**src/logic/fall_motion_pkg.sv**
```systemverilog
`default_nettype none
package fall_motion_pkg;
    // register map, byte addresses on the plain port
    localparam logic [7:0] ADDR_CFG      = 8'h15;
    localparam logic [7:0] ADDR_SRC      = 8'h16;
    localparam logic [7:0] ADDR_THS      = 8'h17;
    localparam logic [7:0] ADDR_COUNT    = 8'h18;
    localparam logic [7:0] ADDR_INT_CTRL = 8'h19;
    localparam logic [7:0] ADDR_THR_BASE = 8'h73;
    // configuration fields
    localparam int CFG_LATCH   = 7;
    localparam int CFG_MOTION  = 6;
    localparam int CFG_EN_LSB  = 3;
    // common threshold fields
    localparam int THS_CLR_MODE = 7;
    // per-axis threshold msb register: enable bit
    localparam int THR_OWN_EN  = 7;
    // source register fields
    localparam int SRC_EA      = 7;
    // interrupt control fields
    localparam int INT_EN_BIT    = 0;
    localparam int INT_ROUTE_BIT = 1;
    // reset values
    localparam logic [7:0] CFG_RST      = 8'h00;
    localparam logic [7:0] THS_RST      = 8'h00;
    localparam logic [7:0] COUNT_RST    = 8'h00;
    localparam logic [7:0] THR_RST      = 8'h00;
    localparam logic [7:0] INT_CTRL_RST = 8'h00;
    // data widths
    localparam int NUM_AXES     = 3;
    localparam int SAMPLE_W     = 14;
    localparam int THR_W        = 13;
    localparam int COMMON_W     = 7;
    // common 7-bit threshold sits on the top bits of the 13-bit scale
    localparam int COMMON_SHIFT = THR_W - COMMON_W;
    // low-byte threshold field width
    localparam int THR_LSB_W    = 6;
endpackage
`default_nettype wire

```
**src/logic/freefall_motion_detector.sv**
```systemverilog
// Operation
// [RL1] freefall mode: flag only when every enabled axis is low-g
// [RL2] motion mode: flag when any enabled axis is high-g
// [RL3] common threshold at 0x17, per-axis thresholds at 0x73 to 0x78
// [RL4] latched mode holds the flag until the source register is read
// [RL5] unlatched mode: flag follows detection sample by sample
// [RL6] debounce mode bit in common threshold register picks filter behaviour
// [RL7] only axes with their enable bit set take part
// [RL8] per-axis enable 0: all axes use the 7-bit common threshold
// [RL9] per-axis enable 1: each axis uses its own 13-bit threshold
// [RL10] latched flag freezes axis flags until the source is read
// [RL11] enabled axis raises its flag beyond threshold, disabled detects nothing
// [RL12] debounce mode 1 clears counter, mode 0 decrements per sample
// [RL13] axis event and polarity bits read zero when axis disabled
// [RL14] flag, interrupt enable and routing bit form the interrupt
// [RL15] common threshold step is 63 mg per lsb
// [RL16] evaluation once per new sample on axis magnitudes
// [RL17] reset clears debounce counter and all event flags
//
// The implementer's own choice: the address-and-strobe port.
`timescale 1ns/1ns
`default_nettype none
module freefall_motion_detector
    import fall_motion_pkg::*;
(
    input  wire logic                clk_in,
    input  wire logic                rst_in,
    input  wire logic [7:0]          addr_in,
    input  wire logic [7:0]          wdata_in,
    input  wire logic                wr_in,
    input  wire logic                rd_in,
    output logic [7:0]               rdata_out,
    input  wire logic                sample_valid_in,
    input  wire logic [SAMPLE_W-1:0] accel_x_in,
    input  wire logic [SAMPLE_W-1:0] accel_y_in,
    input  wire logic [SAMPLE_W-1:0] accel_z_in,
    output logic                     event_active_out,
    output logic                     int1_out,
    output logic                     int2_out
);
    ////////////////////////////////////////////////////////////////////////
    // state

    typedef struct packed {
        logic [7:0]                     cfg;
        logic [7:0]                     ths;
        logic [7:0]                     count;
        logic [7:0]                     int_ctrl;
        logic [NUM_AXES-1:0][7:0]       thr_msb;
        logic [NUM_AXES-1:0][7:0]       thr_lsb;
        logic [NUM_AXES-1:0]            ev_raw;
        logic [NUM_AXES-1:0]            pol_raw;
        logic                           sample;
        logic                           ea;
        logic [NUM_AXES-1:0]            ev;
        logic [NUM_AXES-1:0]            pol;
        logic [7:0]                     rdata;
    } main_state_t;

    main_state_t s_q;
    main_state_t s_d;

    ////////////////////////////////////////////////////////////////////////
    // decoded controls

    logic                          latch_en;
    logic                          motion_mode;
    logic [NUM_AXES-1:0]           axis_en;
    logic                          xyz_en;
    logic                          rd_src;
    logic [NUM_AXES-1:0][SAMPLE_W-1:0] accel;
    logic [NUM_AXES-1:0][THR_W-1:0]    thr;
    logic [NUM_AXES-1:0]           high;
    logic [NUM_AXES-1:0]           low;
    logic [NUM_AXES-1:0]           neg;
    logic [NUM_AXES-1:0]           axis_ev;
    logic                          cond;
    logic                          db_active;
    logic [7:0]                    db_count;
    logic [7:0]                    src_word;

    // config field pick-off
    always_comb begin
        latch_en    = s_q.cfg[CFG_LATCH];
        motion_mode = s_q.cfg[CFG_MOTION];
        axis_en     = s_q.cfg[CFG_EN_LSB +: NUM_AXES]; // RL7
        // the enable lives only in the x msb register
        xyz_en      = s_q.thr_msb[0][THR_OWN_EN];
        rd_src      = rd_in && (addr_in == ADDR_SRC);
    end

    // axis order x, y, z on index 0, 1, 2
    assign accel = {accel_z_in, accel_y_in, accel_x_in};

    ////////////////////////////////////////////////////////////////////////
    // per-axis threshold compare

    genvar gi;
    generate
        for (gi = 0; gi < NUM_AXES; gi++) begin : g_axis
            // common value is 63 mg steps, moved onto the fine scale
            always_comb begin
                if (xyz_en) begin
                    thr[gi] = {s_q.thr_msb[gi][COMMON_W-1:0],
                               s_q.thr_lsb[gi][THR_LSB_W-1:0]}; // RL9
                end else begin
                    thr[gi] = {s_q.ths[COMMON_W-1:0],
                               {COMMON_SHIFT{1'b0}}}; // RL8 RL15
                end
            end

            fall_motion_axis u_axis (
                .sample_in (accel[gi]),
                .thr_in    (thr[gi]),
                .high_out  (high[gi]),
                .low_out   (low[gi]),
                .neg_out   (neg[gi])
            );

            // disabled axis never raises its own event
            assign axis_ev[gi] = axis_en[gi] &&
                (motion_mode ? high[gi] : low[gi]); // RL11
        end
    endgenerate

    ////////////////////////////////////////////////////////////////////////
    // combine axes

    // no axes enabled means no freefall: an empty and would always fire
    always_comb begin
        if (motion_mode) begin
            cond = |axis_ev; // RL2
        end else begin
            cond = (axis_en != '0) && (axis_ev == axis_en); // RL1
        end
    end

    ////////////////////////////////////////////////////////////////////////
    // debounce filter

    fall_motion_debounce u_debounce (
        .clk_in        (clk_in),
        .rst_in        (rst_in),
        .sample_in     (sample_valid_in), // RL16
        .cond_in       (cond),
        .clear_mode_in (s_q.ths[THS_CLR_MODE]), // RL6
        .limit_in      (s_q.count),
        .active_out    (db_active),
        .count_out     (db_count)
    );

    ////////////////////////////////////////////////////////////////////////
    // source word

    // disabled axes read as zero even if stale flags remain inside
    always_comb begin
        src_word = 8'h00;
        src_word[SRC_EA] = s_q.ea;
        for (int i = 0; i < NUM_AXES; i++) begin
            src_word[2*i+1] = s_q.ev[i] & axis_en[i]; // RL13
            src_word[2*i]   = s_q.pol[i] & axis_en[i]; // RL13
        end
    end

    ////////////////////////////////////////////////////////////////////////
    // next state

    always_comb begin
        s_d = s_q;
        // capture axis results next to the debounce update
        s_d.sample = sample_valid_in;
        if (sample_valid_in) begin
            s_d.ev_raw  = axis_ev;
            s_d.pol_raw = neg & axis_ev;
        end

        // register writes; source register is read-only
        if (wr_in) begin
            case (addr_in)
                ADDR_CFG:      s_d.cfg      = wdata_in;
                ADDR_THS:      s_d.ths      = wdata_in; // RL3
                ADDR_COUNT:    s_d.count    = wdata_in;
                ADDR_INT_CTRL: s_d.int_ctrl = wdata_in;
                default: begin
                    for (int i = 0; i < NUM_AXES; i++) begin
                        if (addr_in == ADDR_THR_BASE + 8'(2*i)) begin
                            s_d.thr_msb[i] = wdata_in; // RL3
                        end
                        if (addr_in == ADDR_THR_BASE + 8'(2*i+1)) begin
                            s_d.thr_lsb[i] = wdata_in; // RL3
                        end
                    end
                end
            endcase
        end

        // reading the source releases a latched event
        if (rd_src && latch_en) begin
            s_d.ea = 1'b0; // RL4
        end

        // evaluated after the clear so a fresh event wins over the read
        if (s_q.sample) begin
            if (!latch_en) begin
                s_d.ea  = db_active; // RL5
                s_d.ev  = s_q.ev_raw;
                s_d.pol = s_q.pol_raw;
            end else if (!s_q.ea || rd_src) begin
                // flags track until the latch closes, then freeze
                s_d.ev  = s_q.ev_raw; // RL10
                s_d.pol = s_q.pol_raw;
                if (db_active) begin
                    s_d.ea = 1'b1; // RL4
                end
            end
        end

        // read data stands the cycle after the strobe only
        s_d.rdata = 8'h00;
        if (rd_in) begin
            case (addr_in)
                ADDR_CFG:      s_d.rdata = s_q.cfg;
                ADDR_SRC:      s_d.rdata = src_word;
                ADDR_THS:      s_d.rdata = s_q.ths;
                ADDR_COUNT:    s_d.rdata = s_q.count;
                ADDR_INT_CTRL: s_d.rdata = s_q.int_ctrl;
                default: begin
                    for (int i = 0; i < NUM_AXES; i++) begin
                        if (addr_in == ADDR_THR_BASE + 8'(2*i)) begin
                            s_d.rdata = s_q.thr_msb[i];
                        end
                        if (addr_in == ADDR_THR_BASE + 8'(2*i+1)) begin
                            s_d.rdata = s_q.thr_lsb[i];
                        end
                    end
                end
            endcase
        end
    end

    ////////////////////////////////////////////////////////////////////////
    // registers

    always_ff @(posedge clk_in or posedge rst_in) begin
        if (rst_in) begin
            s_q          <= '0; // RL17
            s_q.cfg      <= CFG_RST;
            s_q.ths      <= THS_RST;
            s_q.count    <= COUNT_RST;
            s_q.int_ctrl <= INT_CTRL_RST;
            s_q.thr_msb  <= {NUM_AXES{THR_RST}};
            s_q.thr_lsb  <= {NUM_AXES{THR_RST}};
        end else begin
            s_q <= s_d;
        end
    end

    ////////////////////////////////////////////////////////////////////////
    // outputs

    // interrupt pins are gated from flops, so they glitch-free follow ea
    assign rdata_out        = s_q.rdata;
    assign event_active_out = s_q.ea;
    assign int1_out = s_q.ea && s_q.int_ctrl[INT_EN_BIT] &&
                      s_q.int_ctrl[INT_ROUTE_BIT]; // RL14
    assign int2_out = s_q.ea && s_q.int_ctrl[INT_EN_BIT] &&
                      !s_q.int_ctrl[INT_ROUTE_BIT]; // RL14

    ////////////////////////////////////////////////////////////////////////
    // checks

    property p_and_mode;
        @(posedge clk_in) disable iff (rst_in)
        sample_valid_in && !motion_mode && !(&(low | ~axis_en))
        |-> !cond;
    endproperty
    a_and_mode: assert property (p_and_mode) // RL1
        else $error("freefall fired with an enabled axis high");

    property p_or_mode;
        @(posedge clk_in) disable iff (rst_in)
        sample_valid_in && motion_mode && |(high & axis_en) |-> cond;
    endproperty
    a_or_mode: assert property (p_or_mode) // RL2
        else $error("motion missed an enabled high axis");

    property p_real_time;
        @(posedge clk_in) disable iff (rst_in)
        s_q.sample && !latch_en && !wr_in |=> s_q.ea == $past(db_active);
    endproperty
    a_real_time: assert property (p_real_time) // RL5
        else $error("unlatched flag does not follow detection");

    property p_latch_hold;
        @(posedge clk_in) disable iff (rst_in)
        latch_en && s_q.ea && !rd_src && !wr_in |=> s_q.ea;
    endproperty
    a_latch_hold: assert property (p_latch_hold) // RL4
        else $error("latched flag dropped without a source read");

    property p_read_clear;
        @(posedge clk_in) disable iff (rst_in)
        latch_en && s_q.ea && rd_src && !(s_q.sample && db_active)
        |=> !s_q.ea;
    endproperty
    a_read_clear: assert property (p_read_clear) // RL4
        else $error("source read did not clear latched flag");

    property p_freeze;
        @(posedge clk_in) disable iff (rst_in)
        latch_en && s_q.ea && !rd_src && !wr_in
        |=> $stable(s_q.ev) && $stable(s_q.pol);
    endproperty
    a_freeze: assert property (p_freeze) // RL10
        else $error("axis flags moved while latched");

    property p_mask;
        @(posedge clk_in) disable iff (rst_in)
        rd_src ##1 !wr_in |-> (rdata_out[5:0] & ~{{2{$past(axis_en[2])}},
            {2{$past(axis_en[1])}}, {2{$past(axis_en[0])}}}) == 6'h00;
    endproperty
    a_mask: assert property (p_mask) // RL13
        else $error("disabled axis flags read nonzero");

    property p_int_route;
        @(posedge clk_in) disable iff (rst_in)
        s_q.ea && s_q.int_ctrl[INT_EN_BIT] |-> int1_out != int2_out;
    endproperty
    a_int_route: assert property (p_int_route) // RL14
        else $error("interrupt not routed to exactly one pin");

    // a source read in the same cycle must not beat a fresh event
    property p_latch_set;
        @(posedge clk_in) disable iff (rst_in)
        latch_en && s_q.sample && db_active |=> s_q.ea;
    endproperty
    a_latch_set: assert property (p_latch_set) // RL4
        else $error("latched event did not set the flag");

    // between samples the unlatched flag has nothing new to show
    property p_eval_only;
        @(posedge clk_in) disable iff (rst_in)
        !s_q.sample && !latch_en |=> $stable(s_q.ea);
    endproperty
    a_eval_only: assert property (p_eval_only) // RL16
        else $error("unlatched flag moved without a sample");

    property p_flags_track;
        @(posedge clk_in) disable iff (rst_in)
        s_q.sample && !latch_en |=> s_q.ev == $past(s_q.ev_raw) &&
            s_q.pol == $past(s_q.pol_raw);
    endproperty
    a_flags_track: assert property (p_flags_track) // RL5
        else $error("unlatched axis flags did not follow the sample");
endmodule
`default_nettype wire

```
**src/logic/fall_motion_axis.sv**
```systemverilog
`timescale 1ns/1ns
`default_nettype none
module fall_motion_axis
    import fall_motion_pkg::*;
(
    input  wire logic [SAMPLE_W-1:0] sample_in,
    input  wire logic [THR_W-1:0]    thr_in,
    output logic                     high_out,
    output logic                     low_out,
    output logic                     neg_out
);
    logic [SAMPLE_W-1:0] mag;

    // two's complement magnitude; full negative scale still fits unsigned
    always_comb begin
        neg_out = sample_in[SAMPLE_W-1];
        mag     = neg_out ? (~sample_in + 14'h0001) : sample_in;
    end

    // drop the lsb so magnitude lands on the 13-bit threshold scale
    always_comb begin
        high_out = mag[SAMPLE_W-1:1] > thr_in;
        low_out  = ~high_out;
    end
endmodule
`default_nettype wire

```
**src/logic/fall_motion_debounce.sv**
```systemverilog
`timescale 1ns/1ns
`default_nettype none
module fall_motion_debounce
    import fall_motion_pkg::*;
(
    input  wire logic       clk_in,
    input  wire logic       rst_in,
    input  wire logic       sample_in,
    input  wire logic       cond_in,
    input  wire logic       clear_mode_in,
    input  wire logic [7:0] limit_in,
    output logic            active_out,
    output logic [7:0]      count_out
);
    typedef struct packed {
        logic [7:0] cnt;
        logic       active;
    } deb_state_t;

    deb_state_t s_q;
    deb_state_t s_d;

    // count up while the condition holds, otherwise clear or bleed down
    always_comb begin
        s_d = s_q;
        if (sample_in) begin
            if (cond_in) begin
                if (s_q.cnt < limit_in) begin
                    s_d.cnt = s_q.cnt + 8'h01;
                end
            end else if (clear_mode_in) begin
                s_d.cnt = 8'h00; // RL12
            end else if (s_q.cnt != 8'h00) begin
                s_d.cnt = s_q.cnt - 8'h01; // RL12
            end
            // limit of zero makes the filter transparent
            s_d.active = cond_in && (s_d.cnt >= limit_in);
        end
    end

    always_ff @(posedge clk_in or posedge rst_in) begin
        if (rst_in) begin
            s_q <= '0; // RL17
        end else begin
            s_q <= s_d;
        end
    end

    assign active_out = s_q.active;
    assign count_out  = s_q.cnt;

    property p_deb_clear;
        @(posedge clk_in) disable iff (rst_in)
        sample_in && clear_mode_in && !cond_in |=> s_q.cnt == 8'h00;
    endproperty
    a_deb_clear: assert property (p_deb_clear) // RL12
        else $error("debounce count not cleared");

    property p_deb_dec;
        @(posedge clk_in) disable iff (rst_in)
        sample_in && !clear_mode_in && !cond_in && s_q.cnt != 8'h00
        |=> s_q.cnt == $past(s_q.cnt) - 8'h01;
    endproperty
    a_deb_dec: assert property (p_deb_dec) // RL12
        else $error("debounce count not decremented by one");
endmodule
`default_nettype wire

```
**config.mk**
```make
export PLATFORM = sky130hd
export DESIGN_NAME = freefall_motion_detector
export DESIGN_NICKNAME = d
export VERILOG_FILES = /design/src/logic/fall_motion_pkg.sv /design/src/logic/freefall_motion_detector.sv /design/src/logic/fall_motion_axis.sv /design/src/logic/fall_motion_debounce.sv
export SDC_FILE = /design/constraint.sdc
export NUM_CORES = 1
export LEC_CHECK = 0
export BUFFER_PORTS_ARGS = -buffer_cell sky130_fd_sc_hd__buf_2
export CAP_MARGIN = 20
export CELL_PAD_IN_SITES_DETAIL_PLACEMENT = 0
export CELL_PAD_IN_SITES_GLOBAL_PLACEMENT = 1
export CORE_MARGIN = 2
export CORE_UTILIZATION = 45
export DETAILED_ROUTE_END_ITERATION = 8
export HOLD_SLACK_MARGIN = 0.06
export PLACE_DENSITY = 0.8
export SYNTH_ARGS = -nofsm -noshare
export SYNTH_HDL_FRONTEND = slang
export SYNTH_SLANG_ARGS = --single-unit
```
**constraint.sdc**
```tcl
create_clock -name clk_in -period 6.5 [get_ports clk_in]
set_input_delay 0.65 -clock clk_in [delete_from_list [all_inputs] [get_ports clk_in]]
set_output_delay 0.65 -clock clk_in [all_outputs]
set_load 0.02 [all_outputs]
```
======== After elaboration in Yosys (flattened, before gate mapping) ========
Index checks and enable logic that the tools add are counted.
word-level totals
  bits in latches ......................... 0
  memory bits (writable) .................. 0
  word-level logic and storage cells ...... 112
  memories kept ........................... 0
  flip-flop bits (word level) ............. 111
  input port bits ......................... 63
  output and inout bits ................... 11
  bits in read-only memories .............. 0
operators by class
  $add $sub $neg .......................... 5
  $mul .................................... 0
  mux-type cells .......................... 28
  reduce and logical (&&, ||, !) cells .... 28
  shift operators ......................... 0
  $lt $le $gt $ge ......................... 5
  eq/ne operators ......................... 13
  bitwise operators ....................... 14
  divide/modulo/power cells ............... 0
operator list
  kind                                                 count
  two-way mux 8 bit                                    12
  equality test 8 x 7 -> 1 bit, second input constant  6
  adder 14 x 1 -> 14 bit, second input constant        3
  two-way mux 14 bit                                   3
  NOT 14 bit                                           3
  equality test 8 x 5 -> 1 bit, second input constant  5
  one-hot mux 8 bit (5 select lines)                   1
  greater-than comparator 13 bit                       3
  two-way mux 13 bit                                   3
  two-way mux 7 bit                                    3
  AND reduction 3 bit                                  6
  logical AND 1 bit                                    10
  AND reduction 2 bit                                  5
  adder 8 x 1 -> 8 bit, second input constant          1
  >= comparator 8 bit                                  1
  less-than comparator 8 bit                           1
  nonzero test 8 bit                                   1
  subtractor 8 x 1 -> 8 bit, second input constant     1
  bitwise AND 1 bit                                    6
  two-way mux 1 bit                                    6
  NOT 1 bit                                            4
  OR reduction 4 bit                                   1
  bitwise AND 3 bit                                    1
  equality test 3 bit                                  1
  other kinds (5)                                      6

======== Depth between registers and ports, before layout ========
  depth after elaboration ................. 14
  mapped depth ............................ 26
  depth with buffers taken out ............ 25

======== Hierarchy ========
From an unflattened synthesis, not the netlist that was laid out.
unflattened totals
  cell total of the unflattened synthesis .. 902
  area, all modules ....................... 8520.7 um2
modules (own cells, without submodules)
  module                    cells an instance  seq. area each (um2)  instances  area each (um2)
  freefall_motion_detector  469                2552.4                1          5246.3
  fall_motion_axis          84                 0.0                   3          625.6
  fall_motion_debounce      181                225.2                 1          1397.6

======== Least setup slack after synthesis ========
Ideal clock, no wire load.
  path kind ............................... input to register
  from .................................... input accel_y_in[1]
  to ...................................... register u_debounce.s_q, in the netlist u_debounce.active_out
  data required time ...................... 6.374 ns
  path slack .............................. 1.232 ns
  setup time .............................. 0.126 ns
  stages on the path ...................... 23
  path buffers ............................ 1
  data arrival time ....................... 5.142 ns
  path through ............................ or3_1 -> or4_1 -> o41ai_1 -> xnor2_1 -> ha_1 -> a21oi_1 -> nor2_1 -> a211oi_1 -> a31oi_1 -> o41ai_2 -> or3_1 -> buf_6 -> nor2_1 -> a22oi_1 -> ha_1 -> nand2b_1 -> a21o_1 -> a21o_1 -> a21o_1 -> a21o_1 -> a211o_1 -> a21oi_1 -> o31ai_1
on the way
  longest elaborated chain between the ends .. 14
  elaborated cells on any way between the ends .. 15
  classes of those cells .................. 1 x add/sub; 2 x order compare; 1 x eq/ne; 5 x mux; 2 x bitwise; 4 x reduce/logical
RTL lines
  item                                RTL line                         source
  start, declared                     freefall_motion_detector.sv:35   input wire logic [SAMPLE_W-1:0] accel_y_in,
  NOT 14 bit                          fall_motion_axis.sv:17           mag = neg_out ? (~sample_in + 14'h0001) : sample_in;
  adder 14 x 1 -> 14 bit              fall_motion_axis.sv:17
  two-way mux 14 bit (*)              fall_motion_axis.sv:17
  greater-than comparator 13 bit (*)  fall_motion_axis.sv:22           high_out = mag[SAMPLE_W-1:1] > thr_in;
  NOT 1 bit                           fall_motion_axis.sv:23           low_out = ~high_out;
  two-way mux 1 bit (*)               freefall_motion_detector.sv:122  (motion_mode ? high[gi] : low[gi]);
  logical AND 1 bit (*)               freefall_motion_detector.sv:121  assign axis_ev[gi] = axis_en[gi] &&
  equality test 3 bit                 freefall_motion_detector.sv:134  cond = (axis_en != '0) && (axis_ev == axis_en);
  logical AND 1 bit                   freefall_motion_detector.sv:134
  two-way mux 1 bit (*)               freefall_motion_detector.sv:131  if (motion_mode) begin
  two-way mux 8 bit                   fall_motion_debounce.sv:27       if (cond_in) begin
  two-way mux 8 bit                   fall_motion_debounce.sv:26       if (sample_in) begin
  >= comparator 8 bit                 fall_motion_debounce.sv:37       s_d.active = cond_in && (s_d.cnt >= limit_in);
  logical AND 1 bit (*)               fall_motion_debounce.sv:37
  end signal, assigned                fall_motion_debounce.sv:43       s_q <= '0;
  end signal, assigned                fall_motion_debounce.sv:45       s_q <= s_d;
  end, declared                       fall_motion_debounce.sv:20       deb_state_t s_q;
Mark *: on every way between the ends. The rest lies on a longest branch, timed or not. The select of a mux whose other input is x is not followed.
A chain may end at the register's enable or synchronous reset.

======== Worst setup path after layout ========
  from .................................... input accel_x_in[5]
  to ...................................... register u_debounce.s_q, in the netlist u_debounce.active_out
on the way
  longest elaborated chain between the ends .. 14
  elaborated cells on any way between the ends .. 15
  classes of those cells .................. 1 x add/sub; 2 x order compare; 1 x eq/ne; 5 x mux; 2 x bitwise; 4 x reduce/logical
RTL lines
  item                                RTL line                         source
  start, declared                     freefall_motion_detector.sv:34   input wire logic [SAMPLE_W-1:0] accel_x_in,
  NOT 14 bit                          fall_motion_axis.sv:17
  adder 14 x 1 -> 14 bit              fall_motion_axis.sv:17
  two-way mux 14 bit (*)              fall_motion_axis.sv:17
  greater-than comparator 13 bit (*)  fall_motion_axis.sv:22
  NOT 1 bit                           fall_motion_axis.sv:23
  two-way mux 1 bit (*)               freefall_motion_detector.sv:122
  logical AND 1 bit (*)               freefall_motion_detector.sv:121
  equality test 3 bit                 freefall_motion_detector.sv:134
  logical AND 1 bit                   freefall_motion_detector.sv:134
  two-way mux 1 bit (*)               freefall_motion_detector.sv:131
  two-way mux 8 bit                   fall_motion_debounce.sv:27
  two-way mux 8 bit                   fall_motion_debounce.sv:26
  >= comparator 8 bit                 fall_motion_debounce.sv:37
  logical AND 1 bit (*)               fall_motion_debounce.sv:37
Marked as above.

==> flow_summary.json <==
{
  "outcome": "complete, no violations",
  "slowest_stage": "nor3_2",
  "grt_pass1_vias": 6401,
  "grt_pass1_wl_mm": 35.2,
  "rsz0062_at_grt": "false",
  "viasPerCell": 6.02,
  "ant_nets": 0,
  "initial_core_util_pct": 45.9,
  "globalRouteMet2Util_pct": 38.6,
  "slew_viol_final": 0,
  "fp.dieW_um": 137,
  "cts_made_buffers": 9,
  "syn_area_per_cell_um2": 9.69,
  "fin_crit_ns": 5.76,
  "hold_class": "in -> async",
  "grt_max_degree": 71,
  "antenna_found_initial": 0,
  "hold_buffers": 0,
  "gp_congestion": 0.875,
  "clk_pin_slew_ns": 0.08,
  "synth_cell_types": 66,
  "ys_warn_count": 0,
  "met3_usage_pct": 5.30,
  "wl_per_cell_um": 20.2,
  "grt_use_total_pct": 24.6,
  "maxCapViolations": 0,
  "drtPass1Iterations": 8,
  "drt_iter0_drc": 506,
  "syn_to_final_growth_pct": 9.91,
  "slew_headroom_pct": 33.4,
  "clkSinkCount": 111,
  "ir_drop_v": 0.000168,
  "cts_tree": "built",
  "cts_resized": 0,
  "postSynthCellCount": 819,
  "timing.hold.ws_ns": 0.345,
  "max_freq_mhz": 174,
  "ys_seq_area_share_pct": 35.0,
  "p_leak_nw": 4.01,
  "yosysTopAreaCell": "dfrtp_1",
  "yosysTopAreaCellShare_pct": 35.0,
  "async_flop_share_pct": 100,
  "drc_errors": 0,
  "startpoint_type": "input port",
  "diodes": 0,
  "core_region_area_mm2": 0.0173,
  "post_cts_buffers": 0,
  "worstMarginPinSlew_ns": 0.992,
  "finalCritPeriodShare_pct": 88.6,
  "grt_remaining_overflow": 0,
  "port-buffer-count": 73,
  "vias": 6581,
  "setup_viol": 0,
  "critPathRequiredTime_ns": 6.73,
  "io_pins": 74,
  "final_nets": 987,
  "nFillCells": 1651,
  "cp-end-kind": "flop",
  "synth_area_mm2": 0.00794,
  "clk_latency_ns": 0.37,
  "met1_usage_pct": 34.5,
  "path_class": "in -> reg",
  "synth_edf_count": 0,
  "worstPathArrival_ns": 5.98,
  "root_buffer": "clkbuf_16",
  "finalHoldViolCount": 0,
  "h-tree-depth": 3,
  "fp-row-count": 48,
  "max_stage_delay_ns": 0.60,
  "seqCellArea_mm2": 0.00278,
  "die_h_um": 137,
  "p_per_area_mw_per_mm2": 229,
  "crit_family": "compound AO/OA/AOI/OAI gates",
  "critical_path_buf_inv_count": 2,
  "crit_path_cell_trace": "buf_2 > nor4_1 > nand2b_1 > or3_1 > o41ai_1 > xnor2_1 > ha_1 > and4_1 > nand4_1 > o211a_1 > o21a_1 > o21a_1 > nor3_2 > buf_4 > mux2_2 > mux2i_1 > ha_1 > a21o_1 > a21o_1 > a21o_1 > a211o_1 > a21oi_1 > o31ai_1",
  "hpwl_mm": 16.5,
  "cpMostUsedCell": "a21o_1",
  "skew_ns": 0.0161,
  "setup_tns_ns": 0,
  "dieArea_mm2": 0.0187,
  "grt_busiest_layer": "met2",
  "drt_wl_total_mm": 22.1,
  "synth.ff_latch_count": 111,
  "multi_input_area_mm2": 0.00484,
  "clock_path_buffers": 2,
  "syn-num-nets": 942,
  "yosys_most_used_dff": "dfrtp_1",
  "ys_top_cells_by_area": "dfrtp_1 35%, mux2_2 13%, ha_1 9.5%",
  "drive_above_1_share_pct": 23.1,
  "cp_max_fo": 9
}
==> layer usage <==
layer | wire length [um] | vias to the layer above
met4 | 482 | 0
li1 | - | 3112
met1 | 10300 | 3231
met3 | 1350 | 35
met5 | 0 | -
met2 | 9970 | 203
==> worst reg2reg max path: stages, from the launching register on <==
cell	delay, ns
dfrtp_1	0.54
buf_4	0.28
nor2b_1	0.33
a21oi_1	0.09
ha_1	0.33
nand4_1	0.15
nor4_1	0.42
nor2b_1	0.09
o41a_1	0.19
o21a_1	0.24
nor3_2	0.60
buf_4	0.30
mux2_2	0.34
mux2i_1	0.17
ha_1	0.26
a21o_1	0.15
a21o_1	0.17
a21o_1	0.17
a211o_1	0.28
a21oi_1	0.13
o31ai_1	0.07
==> Yosys cell counts (4+ instances only) <==
master	number
nand4_1	10
and3_1	4
a31oi_1	6
mux2_2	91
nand2b_1	17
xnor2_1	39
a21o_1	10
buf_1	14
a22oi_1	13
nand3_1	21
nor4_2	4
o31ai_1	11
inv_1	25
and4_1	4
nor2_1	28
nand2_1	84
clkbuf_1	21
nor2b_1	12
dfrtp_1	111
ha_1	60
mux2i_1	21
o211ai_1	7
a21oi_1	45
a221oi_1	6
or3_1	16
nor4_1	8
a2bb2oi_1	4
o21ai_0	31
buf_4	8
nor3_1	14
and2_1	8
o21a_1	10
o221ai_1	6
==> cells by family after synthesis <==
kind of cell,share of synthesized area (%)
buffers and inverters,4.00
AO/OA/AOI/OAI,15.1
XOR/XNOR,4.41
AND/OR/NAND/NOR,15.7
adder cells (fa/ha/maj),9.46
flip-flops,35.0
multiplexers,16.3
==> where the power goes <==
group | total [mW] | internal (mW) | switching, mW
clock network | 0.563 | 0.273 | 0.290
logic | 0.610 | 0.286 | 0.323
registers | 0.828 | 0.741 | 0.0870
total | 2.00 | 1.30 | 0.701
==> cell type report <==
class	count	share of cell area, %
Timing Repair Buffer	81	4.88
Tap cell	225	3.23
Multi-Input combinational cell	636	55.5
Sequential cell	111	31.8
Clock inverter	7	0.875
Clock buffer	9	2.58
Inverter	25	1.10
==> worst paths after layout <==
check                               from  depth (start not counted)                      end  slack (ns)
max                        accel_x_in[5]                         23    u_debounce.active_out        0.74
min                               rst_in                          2  u_debounce.count_out[0]        0.34
max reg2reg                      s_q[53]                         20    u_debounce.active_out        1.06
min reg2reg                      s_q[19]                          2                  s_q[19]        0.49
max in group asynchronous         rst_in                          3                  s_q[66]        4.85
min in group clk_in              s_q[19]                          2                  s_q[19]        0.49
==> placed cells by master (no fill, tap or decap), drive strengths merged, types with 4 or more instances in the layout <==
cell type and n:
and3 4, mux2i 21, nand2 84, and4 4, o21a 10, o221ai 6, or3 16, ha 60
nor3 16, nand3 21, a21o 10, o31ai 11, mux2 94, nand4 10, a21oi 45, nor4 12
nand2b 17, a221oi 6, xnor2 39, o41ai 4, clkbuf 9, nor2 28, a2bb2oi 4, a22oi 14
a31oi 6, and2 8, inv 28, o21ai 33, dfrtp 111, o211ai 7, buf 81, nor2b 12
==> metrics by stage <==
step	cells	utilization, %	power, mW	setup slack, ns	cell area [um^2]
2_1_floorplan	819	-	1.28	1.23	7940
3_3_place_gp	1078	48.7	1.44	0.539	8420
3_5_place_dp	1078	48.7	1.45	0.370	8420
4_1_cts	1094	50.4	2.01	0.742	8730
5_1_grt	1094	50.4	2.13	0.240	8730
6_report	1094	50.4	2.00	0.744	8730
==> flip-flops by register name, summed over array words and instances, names as in the netlist <==
name / count
event_active_out: 1
latch_en: 1
rdata_out: 8
axis_en: 3
s_q: 88
u_debounce.active_out: 1
u_debounce.count_out: 8
motion_mode: 1
No activity file was read; power rests on OpenSTA's default activity.
